[src/hdl/fhc_pkg.sv]
package fhc_pkg;
  localparam int unsigned CLK_PERIOD_PS  = 25000;
  localparam int unsigned ADDR_W         = 22;
  localparam int unsigned DATA_W         = 16;
  localparam int unsigned BYTE_W         = 8;
  localparam int unsigned BLK_LSB        = 16;
  localparam int unsigned BLK_W          = 6;
  localparam int unsigned TMR_W          = 16;
  localparam int unsigned RP_LOW_MIN_NS  = 100;
  localparam int unsigned WAKE_DATA_NS   = 1000;
  localparam int unsigned WAKE_WRITE_NS  = 1000;
  localparam int unsigned RD_ACCESS_NS   = 100;
  localparam int unsigned WE_PULSE_NS    = 75;
  localparam int unsigned CYC_GAP_NS     = 25;

  // least times round up, never below one cycle
  function automatic int unsigned ns_to_cyc(input int unsigned ns);
    int unsigned c;
    c = (ns * 1000 + CLK_PERIOD_PS - 1) / CLK_PERIOD_PS;
    return (c == 0) ? 1 : c;
  endfunction

  localparam int unsigned RP_LOW_CYC = ns_to_cyc(RP_LOW_MIN_NS);

  localparam logic [7:0] REG_CTRL   = 8'h00;
  localparam logic [7:0] REG_ADDR   = 8'h04;
  localparam logic [7:0] REG_WDATA  = 8'h08;
  localparam logic [7:0] REG_CMD    = 8'h0C;
  localparam logic [7:0] REG_RDATA  = 8'h10;
  localparam logic [7:0] REG_STATUS = 8'h14;

  localparam int unsigned CTRL_W       = 4;
  localparam int unsigned CTRL_X16     = 0;
  localparam int unsigned CTRL_WP_N    = 1;
  localparam int unsigned CTRL_PROG_EN = 2;
  localparam int unsigned CTRL_PDOWN   = 3;
  localparam logic [CTRL_W-1:0] CTRL_RST = 4'h1;

  localparam int unsigned CMD_RD = 0;
  localparam int unsigned CMD_WR = 1;

  localparam int unsigned ST_CYC      = 0;
  localparam int unsigned ST_DEV_BUSY = 1;
  localparam int unsigned ST_RP_LOW   = 2;
  localparam int unsigned ST_WAKE_RD  = 3;
  localparam int unsigned ST_WAKE_WR  = 4;
  localparam int unsigned ST_CORE_OK  = 5;
  localparam int unsigned ST_PROG_OK  = 6;
  localparam int unsigned ST_REFUSED  = 7;
  localparam int unsigned ST_BLK      = 8;

  localparam logic [1:0] HTRANS_NONSEQ = 2'h2;

  typedef struct packed {
    logic [ADDR_W-1:0] addr;
    logic              chip_select0_n;
    logic              chip_select1_n;
    logic              output_enable_n;
    logic              write_enable_n;
    logic              powerdown_reset_n;
    logic              byte_mode_n;
    logic              write_protect_n;
  } fhc_flash_ctl_t;

  typedef struct packed {
    logic cs_n;
    logic oe_n;
    logic we_n;
  } fhc_strobe_t;
endpackage

[src/hdl/fhc_flash_host.sv]
`timescale 1ns/1ps
`default_nettype none
module fhc_flash_host
  import fhc_pkg::*;
#(
  parameter int unsigned WAKE_DATA_CYC  = ns_to_cyc(WAKE_DATA_NS),
  parameter int unsigned WAKE_WRITE_CYC = ns_to_cyc(WAKE_WRITE_NS)
) (
  // clock and reset
  input  wire logic              hclk,
  input  wire logic              hresetn,
  // ahb-lite slave
  input  wire logic              hsel,
  input  wire logic [31:0]       haddr,
  input  wire logic [1:0]        htrans,
  input  wire logic              hwrite,
  input  wire logic [2:0]        hsize,
  input  wire logic [31:0]       hwdata,
  input  wire logic              hready,
  output logic                   hreadyout,
  output logic                   hresp,
  output logic [31:0]            hrdata,
  // flash control pins
  output fhc_flash_ctl_t         flash_ctl,
  // flash data lines
  input  wire logic [DATA_W-1:0] data_lines_i,
  output logic [DATA_W-1:0]      data_lines_o,
  output logic [DATA_W-1:0]      data_lines_oe,
  // flash status and supplies
  input  wire logic              ready_busy_n,
  input  wire logic              core_supply_ok,
  input  wire logic              prog_supply_ok,
  output logic                   prog_supply_en
);
  typedef enum logic [1:0] {
    PW_LOW  = 2'b00,
    PW_UP   = 2'b01
  } fhc_pw_t;

  fhc_pw_t pw_q, pw_d;

  logic              wr_pend_q;
  logic [7:0]        wa_q;
  logic [CTRL_W-1:0] ctrl_q;
  logic [ADDR_W-1:0] addr_q;
  logic [DATA_W-1:0] wdata_q;
  logic              refused_q, refused_d;
  logic [31:0]       hrdata_q;

  // address phase
  logic        addr_ok;
  logic        rd_take;
  logic        wr_take;
  logic [31:0] rd_val;
  logic [31:0] status_val;
  logic [7:0]  rd_off;

  // data phase decode
  logic wr_ctrl;
  logic wr_addr;
  logic wr_wdata;
  logic wr_cmd;
  logic wr_status;
  logic want_rd;
  logic want_wr;
  logic ok_rd;
  logic ok_wr;
  logic start;

  // power and timing
  logic pd_req;
  logic pd_pend;
  logic low_load;
  logic wake_load;
  logic low_done;
  logic wake_rd_done;
  logic wake_wr_done;

  // pin cycle
  fhc_strobe_t       strobe;
  logic [ADDR_W-1:0] cyc_addr;
  logic [DATA_W-1:0] cyc_rdata;
  logic              cyc_busy;
  logic              cyc_done;

  // only the low address byte is decoded, so the upper bits alias
  function automatic logic reg_is(input logic [7:0] a, input logic [7:0] off);
    return (a == off);
  endfunction

  assign hreadyout = 1'b1;
  assign hresp     = 1'b0;
  assign hrdata    = hrdata_q;

  assign addr_ok = hsel && hready && htrans[1];
  assign rd_take = addr_ok && !hwrite;
  assign wr_take = addr_ok && hwrite;
  assign rd_off  = haddr[7:0];

  assign wr_ctrl   = wr_pend_q && reg_is(wa_q, REG_CTRL);
  assign wr_addr   = wr_pend_q && reg_is(wa_q, REG_ADDR);
  assign wr_wdata  = wr_pend_q && reg_is(wa_q, REG_WDATA);
  assign wr_cmd    = wr_pend_q && reg_is(wa_q, REG_CMD);
  assign wr_status = wr_pend_q && reg_is(wa_q, REG_STATUS);

  assign want_rd = wr_cmd && hwdata[CMD_RD];
  assign want_wr = wr_cmd && hwdata[CMD_WR] && !hwdata[CMD_RD];
  // a pending power-down refuses new commands, so the pin never falls mid-cycle
  assign pd_pend = ctrl_q[CTRL_PDOWN];
  // no access while powered down or still waking
  // reads ignore the program supply level
  assign ok_rd = (pw_q == PW_UP) && !pd_pend && wake_rd_done && !cyc_busy;
  // writes also need a valid core supply
  assign ok_wr = (pw_q == PW_UP) && !pd_pend && wake_wr_done && !cyc_busy &&
                 core_supply_ok;
  assign start = (want_rd && ok_rd) || (want_wr && ok_wr);

  // set wins over the write-one clear
  assign refused_d = (want_rd && !ok_rd) || (want_wr && !ok_wr) ||
                     (refused_q && !(wr_status && hwdata[ST_REFUSED]));

  // flags in the low byte, block number of the held address above
  assign status_val = {{(32 - ST_BLK - BLK_W){1'b0}},
                       addr_q[BLK_LSB +: BLK_W],
                       refused_q,
                       prog_supply_ok,
                       core_supply_ok,
                       !wake_wr_done,
                       !wake_rd_done,
                       (pw_q == PW_LOW),
                       !ready_busy_n,
                       cyc_busy};

  // unmapped offsets read as zero
  assign rd_val = reg_is(rd_off, REG_CTRL)   ? {{(32 - CTRL_W){1'b0}}, ctrl_q} :
                  reg_is(rd_off, REG_ADDR)   ? {{(32 - ADDR_W){1'b0}}, addr_q} :
                  reg_is(rd_off, REG_WDATA)  ? {{(32 - DATA_W){1'b0}}, wdata_q} :
                  reg_is(rd_off, REG_RDATA)  ? {{(32 - DATA_W){1'b0}}, cyc_rdata} :
                  reg_is(rd_off, REG_STATUS) ? status_val : 32'h0000_0000;

  // power-down waits for any pin cycle so a write is never cut short
  assign pd_req = pd_pend && !cyc_busy;

  always_comb begin
    pw_d      = pw_q;
    low_load  = 1'b0;
    wake_load = 1'b0;
    case (pw_q)
      PW_UP: begin
        if (pd_req) begin
          pw_d     = PW_LOW;
          low_load = 1'b1;
        end
      end
      PW_LOW: begin
        // pin rises only once its minimum low time has run
        if (low_done && !ctrl_q[CTRL_PDOWN]) begin
          pw_d      = PW_UP;
          wake_load = 1'b1;
        end
      end
      default: begin
        pw_d = PW_LOW;
      end
    endcase
  end

  // pin stays low through system reset and its minimum time after
  fhc_timer #(
    .W       (TMR_W),
    .RST_VAL (TMR_W'(RP_LOW_CYC))
  ) u_low_tmr (
    .hclk     (hclk),
    .hresetn  (hresetn),
    .load     (low_load),
    .load_val (TMR_W'(RP_LOW_CYC)),
    .done     (low_done)
  );

  // reads and command writes wait out separate wake delays
  fhc_timer #(
    .W       (TMR_W),
    .RST_VAL ('0)
  ) u_wake_rd_tmr (
    .hclk     (hclk),
    .hresetn  (hresetn),
    .load     (wake_load),
    .load_val (TMR_W'(WAKE_DATA_CYC)),
    .done     (wake_rd_done)
  );

  fhc_timer #(
    .W       (TMR_W),
    .RST_VAL ('0)
  ) u_wake_wr_tmr (
    .hclk     (hclk),
    .hresetn  (hresetn),
    .load     (wake_load),
    .load_val (TMR_W'(WAKE_WRITE_CYC)),
    .done     (wake_wr_done)
  );

  // one pin cycle at a time; software polls status instead of an interrupt
  fhc_pin_cycle u_cyc (
    .hclk     (hclk),
    .hresetn  (hresetn),
    .start    (start),
    .is_write (want_wr),
    .x16      (ctrl_q[CTRL_X16]),
    .addr     (addr_q),
    .wdata    (wdata_q),
    .dq_i     (data_lines_i),
    .strobe   (strobe),
    .addr_q   (cyc_addr),
    .dq_o_q   (data_lines_o),
    .dq_oe    (data_lines_oe),
    .rdata_q  (cyc_rdata),
    .busy     (cyc_busy),
    .done     (cyc_done)
  );

  // both selects move together; deselect gives standby
  assign flash_ctl.addr              = cyc_addr;
  assign flash_ctl.chip_select0_n    = strobe.cs_n;
  assign flash_ctl.chip_select1_n    = strobe.cs_n;
  assign flash_ctl.output_enable_n   = strobe.oe_n;
  assign flash_ctl.write_enable_n    = strobe.we_n;
  assign flash_ctl.powerdown_reset_n = (pw_q == PW_UP);
  assign flash_ctl.byte_mode_n       = ctrl_q[CTRL_X16];
  assign flash_ctl.write_protect_n   = ctrl_q[CTRL_WP_N];
  assign prog_supply_en              = ctrl_q[CTRL_PROG_EN];

  always_ff @(posedge hclk or negedge hresetn) begin
    if (!hresetn) begin
      wr_pend_q <= 1'b0;
      wa_q      <= '0;
      hrdata_q  <= '0;
    end else begin
      // write data arrives one cycle after its address
      wr_pend_q <= wr_take;
      if (wr_take) begin
        wa_q <= haddr[7:0];
      end
      // read data latched in the address phase, steady through the data phase
      if (rd_take) begin
        hrdata_q <= rd_val;
      end
    end
  end

  always_ff @(posedge hclk or negedge hresetn) begin
    if (!hresetn) begin
      ctrl_q    <= CTRL_RST;
      addr_q    <= '0;
      wdata_q   <= '0;
      refused_q <= 1'b0;
      pw_q      <= PW_LOW;
    end else begin
      pw_q      <= pw_d;
      refused_q <= refused_d;
      if (wr_ctrl) begin
        ctrl_q <= hwdata[CTRL_W-1:0];
      end
      // address and data held steady while a cycle runs
      if (wr_addr && !cyc_busy) begin
        addr_q <= hwdata[ADDR_W-1:0];
      end
      if (wr_wdata && !cyc_busy) begin
        wdata_q <= hwdata[DATA_W-1:0];
      end
    end
  end

  // hsize and cyc_done are not needed: word-only bus, status polled
  logic unused_ok;
  assign unused_ok = ^{hsize, htrans[0], cyc_done};
endmodule
`default_nettype wire

[src/hdl/fhc_pin_cycle.sv]
`timescale 1ns/1ps
`default_nettype none
module fhc_pin_cycle
  import fhc_pkg::*;
#(
  parameter int unsigned RD_CYC  = ns_to_cyc(RD_ACCESS_NS),
  parameter int unsigned WR_CYC  = ns_to_cyc(WE_PULSE_NS),
  parameter int unsigned GAP_CYC = ns_to_cyc(CYC_GAP_NS)
) (
  // clock and reset
  input  wire logic              hclk,
  input  wire logic              hresetn,
  // request
  input  wire logic              start,
  input  wire logic              is_write,
  input  wire logic              x16,
  input  wire logic [ADDR_W-1:0] addr,
  input  wire logic [DATA_W-1:0] wdata,
  // flash side
  input  wire logic [DATA_W-1:0] dq_i,
  output fhc_strobe_t            strobe,
  output logic [ADDR_W-1:0]      addr_q,
  output logic [DATA_W-1:0]      dq_o_q,
  output logic [DATA_W-1:0]      dq_oe,
  // answer
  output logic [DATA_W-1:0]      rdata_q,
  output logic                   busy,
  output logic                   done
);
  typedef enum logic [2:0] {
    CY_IDLE = 3'b000,
    CY_RD   = 3'b001,
    CY_WR   = 3'b010,
    CY_WREL = 3'b011,
    CY_GAP  = 3'b100
  } fhc_cyc_t;

  fhc_cyc_t state_q, state_d;
  logic [TMR_W-1:0] cnt_q, cnt_d;
  logic             cnt_end;
  logic             drive;

  assign cnt_end = (cnt_q == '0);
  assign busy    = (state_q != CY_IDLE);
  assign done    = (state_q == CY_GAP) && cnt_end;
  // oe and we never low together
  assign strobe.cs_n = !(state_q == CY_RD || state_q == CY_WR || state_q == CY_WREL);
  assign strobe.oe_n = !(state_q == CY_RD);
  assign strobe.we_n = !(state_q == CY_WR);
  assign drive       = (state_q == CY_WR) || (state_q == CY_WREL);
  // upper lines left to float in byte mode
  assign dq_oe = {{BYTE_W{drive && x16}}, {BYTE_W{drive}}};

  always_comb begin
    state_d = state_q;
    cnt_d   = cnt_end ? cnt_q : cnt_q - 1'b1;
    case (state_q)
      CY_IDLE: begin
        if (start) begin
          state_d = is_write ? CY_WR : CY_RD;
          cnt_d   = is_write ? TMR_W'(WR_CYC - 1) : TMR_W'(RD_CYC - 1);
        end
      end
      CY_RD: begin
        if (cnt_end) begin
          state_d = CY_GAP;
          cnt_d   = TMR_W'(GAP_CYC - 1);
        end
      end
      // we rises one cycle before cs, so the flash latches on we
      CY_WR: begin
        if (cnt_end) begin
          state_d = CY_WREL;
        end
      end
      CY_WREL: begin
        state_d = CY_GAP;
        cnt_d   = TMR_W'(GAP_CYC - 1);
      end
      CY_GAP: begin
        if (cnt_end) begin
          state_d = CY_IDLE;
        end
      end
      default: begin
        state_d = CY_IDLE;
      end
    endcase
  end

  always_ff @(posedge hclk or negedge hresetn) begin
    if (!hresetn) begin
      state_q <= CY_IDLE;
      cnt_q   <= '0;
      addr_q  <= '0;
      dq_o_q  <= '0;
      rdata_q <= '0;
    end else begin
      state_q <= state_d;
      cnt_q   <= cnt_d;
      if (state_q == CY_IDLE && start) begin
        addr_q <= x16 ? {addr[ADDR_W-1:1], 1'b0} : addr;
        dq_o_q <= wdata;
      end
      if (state_q == CY_RD && cnt_end) begin
        rdata_q <= x16 ? dq_i : {{BYTE_W{1'b0}}, dq_i[BYTE_W-1:0]};
      end
    end
  end
endmodule
`default_nettype wire

[src/hdl/fhc_timer.sv]
`timescale 1ns/1ps
`default_nettype none
module fhc_timer
  import fhc_pkg::*;
#(
  parameter int unsigned           W       = TMR_W,
  parameter logic [TMR_W-1:0]      RST_VAL = '0
) (
  // clock and reset
  input  wire logic         hclk,
  input  wire logic         hresetn,
  // control
  input  wire logic         load,
  input  wire logic [W-1:0] load_val,
  // state
  output logic              done
);
  logic [W-1:0] count_q;

  always_ff @(posedge hclk or negedge hresetn) begin
    if (!hresetn) begin
      count_q <= RST_VAL[W-1:0];
    end else if (load) begin
      count_q <= load_val;
    end else if (count_q != '0) begin
      count_q <= count_q - 1'b1;
    end
  end

  assign done = (count_q == '0);
endmodule
`default_nettype wire
[config.mk]
export PLATFORM = sky130hd
export DESIGN_NAME = fhc_flash_host
export DESIGN_NICKNAME = d
export VERILOG_FILES = /design/src/hdl/fhc_pkg.sv /design/src/hdl/fhc_flash_host.sv /design/src/hdl/fhc_pin_cycle.sv /design/src/hdl/fhc_timer.sv
export SDC_FILE = /design/constraint.sdc
export NUM_CORES = 1
export LEC_CHECK = 0
export ABC_CLOCK_PERIOD_IN_PS = 8100
export BUFFER_PORTS_ARGS = -buffer_cell sky130_fd_sc_hd__clkbuf_2
export CAP_MARGIN = 20
export CORE_MARGIN = 2
export CORE_UTILIZATION = 55
export CTS_BUF_LIST = sky130_fd_sc_hd__clkbuf_8
export CTS_CLUSTER_SIZE = 24
export DETAILED_ROUTE_END_ITERATION = 6
export PLACE_DENSITY = 0.89
export SLEW_MARGIN = 25
export SYNTH_ARGS = -nofsm -noshare
export SYNTH_HDL_FRONTEND = slang
export SYNTH_HIERARCHICAL = 1
export SYNTH_SLANG_ARGS = --single-unit
export TNS_END_PERCENT = 100
[constraint.sdc]
create_clock -name hclk -period 8.1 [get_ports hclk]
set_clock_uncertainty 0.1 [all_clocks]
set_input_delay 0 -clock hclk [delete_from_list [all_inputs] [get_ports hclk]]
set_output_delay 0 -clock hclk [all_outputs]
set_load 0.05 [all_outputs]
==> metrics.cfg <==
[min_path]
timing.hold.worst.class=in2reg

[place]
routabilityCongestion=0.822
numPortBuffers=138
dpl.cell_count=1293
dp.final_hpwl_um=16200

[sta]
setup_repair_after_global_routing_missed_its_margin=no
tns_setup_ns=0
finalCritPeriodShare_pct=52.2
worst-slew-pin-transition_ns=0.941
finalSetupViolCount=0
timing.fmax_mhz=237
finalMaxSlewViolations=0
timing.slew.headroom_pct=37.1
hold_ws_ns=0.0194
report.final.hold_viol_count=0
final.min_clock_period_ns=4.23

[finish]
drive_above_1_share_pct=25.6
layoutNonFillerInstCount=1384
area_delta_synth_final_pct=19.1
layout.nets=1241
multi_input_comb_area_um2=4830
regArea_um2=4910
fillers=1274
diodes=0

[cts]
clk_root_buffer_cell=sky130_fd_sc_hd__clkbuf_8
clock_sink_count=196
cts_htree_levels=4
clk_latency_ns=0.52
cts_tree=yes
post_cts.resized_instances=0
number_of_buffers_on_the_longest_clock_path=2
cts.hold.buffers_added=56
cts_post_setup_buffers_inserted=0
tritoncts.num_buffers=17
cts.clk_slew.worst_paths_ns=0.13

[detailed_routing]
ant_nets=0
drt_iter0_markers=801
drc_viols=0
vias_per_cell=5.84
routed-via-count=8081
dr.pass1.iters=5
detail_route.wirelength_um=25400
avg_wl_per_cell_um=18.4

[power]
power_mw=2.27
leakage_nw=5.48
ir_worst_vdd_v=0.000130
p_per_area_nw_per_um2=191

[synthesis]
avgSynthCellArea_um2=10.7
syn-instance-count=933
yosysWarningCount=6
synthesis.area_um2=10000

[worst_setup_path]
critPathLaunchType=flip-flop
path_max_fanout=27
cp_data_arrival_time_ns=4.53
worst_setup_path_end_kind=flip-flop
timing.setup.critical_path_class=reg2reg
required_ns=8.40

[die]
placeableCoreArea_um2=17900
floorplan.die_area_um2=19300
die_w_um=139
floorplan.rows=49
effective_utilization_at_floorplan_pct=55.9
die-height_um=139
num_io_pins=189

[status]
run_status=finished, final reports clean

[global_route]
grt_antenna_before_repair=0
grt_pass1_vias=8069
globalRouteOverflowTotal=0
grt_start_max_net_pins=131
groute.usage.overall_pct=27.1
grt_first_pass_wirelength_um=42100

[run]
max-cap-violations=0

-- layout make-up --
cell class	instances	share of cell area [%]
Sequential cell	196	41.2
Multi-Input combinational cell	695	40.5
Timing Repair Buffer	204	11.4
Tap cell	229	2.40
Clock buffer	17	1.96
Clock inverter	15	1.68
Inverter	28	0.881
-- registers in the layout, summed over array words and instances, names as in the netlist, 4 cells and up --
name and cells:
u_cyc/dq_o_q 16, u_low_tmr/count_q 16, u_cyc/cnt_q 16, hrdata 22
ctrl_q 4, addr_q 22, u_cyc/addr_q 22, wdata_q 16
u_wake_rd_tmr/count_q 16, u_wake_wr_tmr/count_q 16, u_cyc/rdata_q 16, wa_q 8
-- metrics by stage --
step / instance area (um^2) / setup WS (ns) / utilization (%)
global route: 11900 / 3.64 / 66.6
detailed placement: 10900 / 3.94 / 60.7
floorplan: 10200 / 4.53 / -
finish: 11900 / 3.87 / 66.6
CTS: 11900 / 3.90 / 66.3
global placement: 10900 / 4.01 / 60.7
-- cell usage in the layout, fill, tap and decap left out, types with 7 or more instances in the layout --
cell type / count
sky130_fd_sc_hd__dfrtp_1: 194
sky130_fd_sc_hd__clkbuf_2: 137
sky130_fd_sc_hd__nand2_1: 89
sky130_fd_sc_hd__mux2_2: 67
sky130_fd_sc_hd__nor2_1: 65
sky130_fd_sc_hd__conb_1: 60
sky130_fd_sc_hd__dlygate4sd3_1: 57
sky130_fd_sc_hd__a21oi_1: 50
sky130_fd_sc_hd__mux2i_1: 30
sky130_fd_sc_hd__inv_1: 27
sky130_fd_sc_hd__xnor2_1: 24
sky130_fd_sc_hd__mux2_1: 23
sky130_fd_sc_hd__a22oi_1: 20
sky130_fd_sc_hd__o31ai_1: 19
sky130_fd_sc_hd__clkbuf_8: 17
sky130_fd_sc_hd__o21ai_0: 16
sky130_fd_sc_hd__a22o_1: 16
sky130_fd_sc_hd__nor3_1: 14
sky130_fd_sc_hd__nand2b_1: 14
sky130_fd_sc_hd__nand3_1: 12
sky130_fd_sc_hd__o21ai_1: 12
sky130_fd_sc_hd__o22ai_1: 11
sky130_fd_sc_hd__nand3b_1: 11
sky130_fd_sc_hd__nor2b_1: 10
sky130_fd_sc_hd__or4_1: 10
sky130_fd_sc_hd__buf_4: 7
-- final timing paths --
| check | from | end | slack, ns | cells after the start |
|---|---|---|---|---|
| worst max-delay path | u_wake_wr_tmr/count_q[0] | u_cyc/dq_o_q[10] | 3.87 | 11 |
| worst min-delay path | hsel | hrdata[3] | 0.02 | 5 |
| worst max register to register | u_wake_wr_tmr/count_q[0] | u_cyc/dq_o_q[10] | 3.87 | 11 |
| worst min register to register | u_cyc/dq_o_q[4] | u_cyc/dq_o_q[4] | 0.42 | 1 |
| max in group asynchronous | hresetn | hrdata[17] | 5.89 | 5 |
| min in group asynchronous | hresetn | u_wake_wr_tmr/count_q[12] | 0.37 | 3 |
-- power breakdown --
group,leakage (nW),switching [mW],internal (mW),total [mW]
Sequential,2.40,0.125,1.08,1.21
Combinational,2.87,0.212,0.180,0.392
Clock,0.215,0.429,0.245,0.674
Total,5.48,0.766,1.51,2.27
-- routing by layer --
| metal | wire, um | track usage [%] | vias up |
|---|---|---|---|
| li1 | - | - | 3687 |
| met1 | 10200 | 34.2 | 3965 |
| met2 | 12700 | 45.6 | 361 |
| met3 | 1790 | 6.01 | 68 |
| met4 | 782 | 10.6 | 0 |
| met5 | 0 | 0 | - |
-- critical path: stages, from the launching register on --
cell                      delay (ns)
sky130_fd_sc_hd__dfrtp_1        0.42
sky130_fd_sc_hd__inv_1          0.10
sky130_fd_sc_hd__ha_1           0.21
sky130_fd_sc_hd__or4b_4         0.53
sky130_fd_sc_hd__or4_4          0.45
sky130_fd_sc_hd__nor4b_4        0.44
sky130_fd_sc_hd__nand4_1        0.15
sky130_fd_sc_hd__a21oi_1        0.29
sky130_fd_sc_hd__inv_1          0.12
sky130_fd_sc_hd__nor2_4         0.44
sky130_fd_sc_hd__buf_4          0.44
sky130_fd_sc_hd__mux2_2         0.41
No activity file was read; power rests on OpenSTA's default activity.
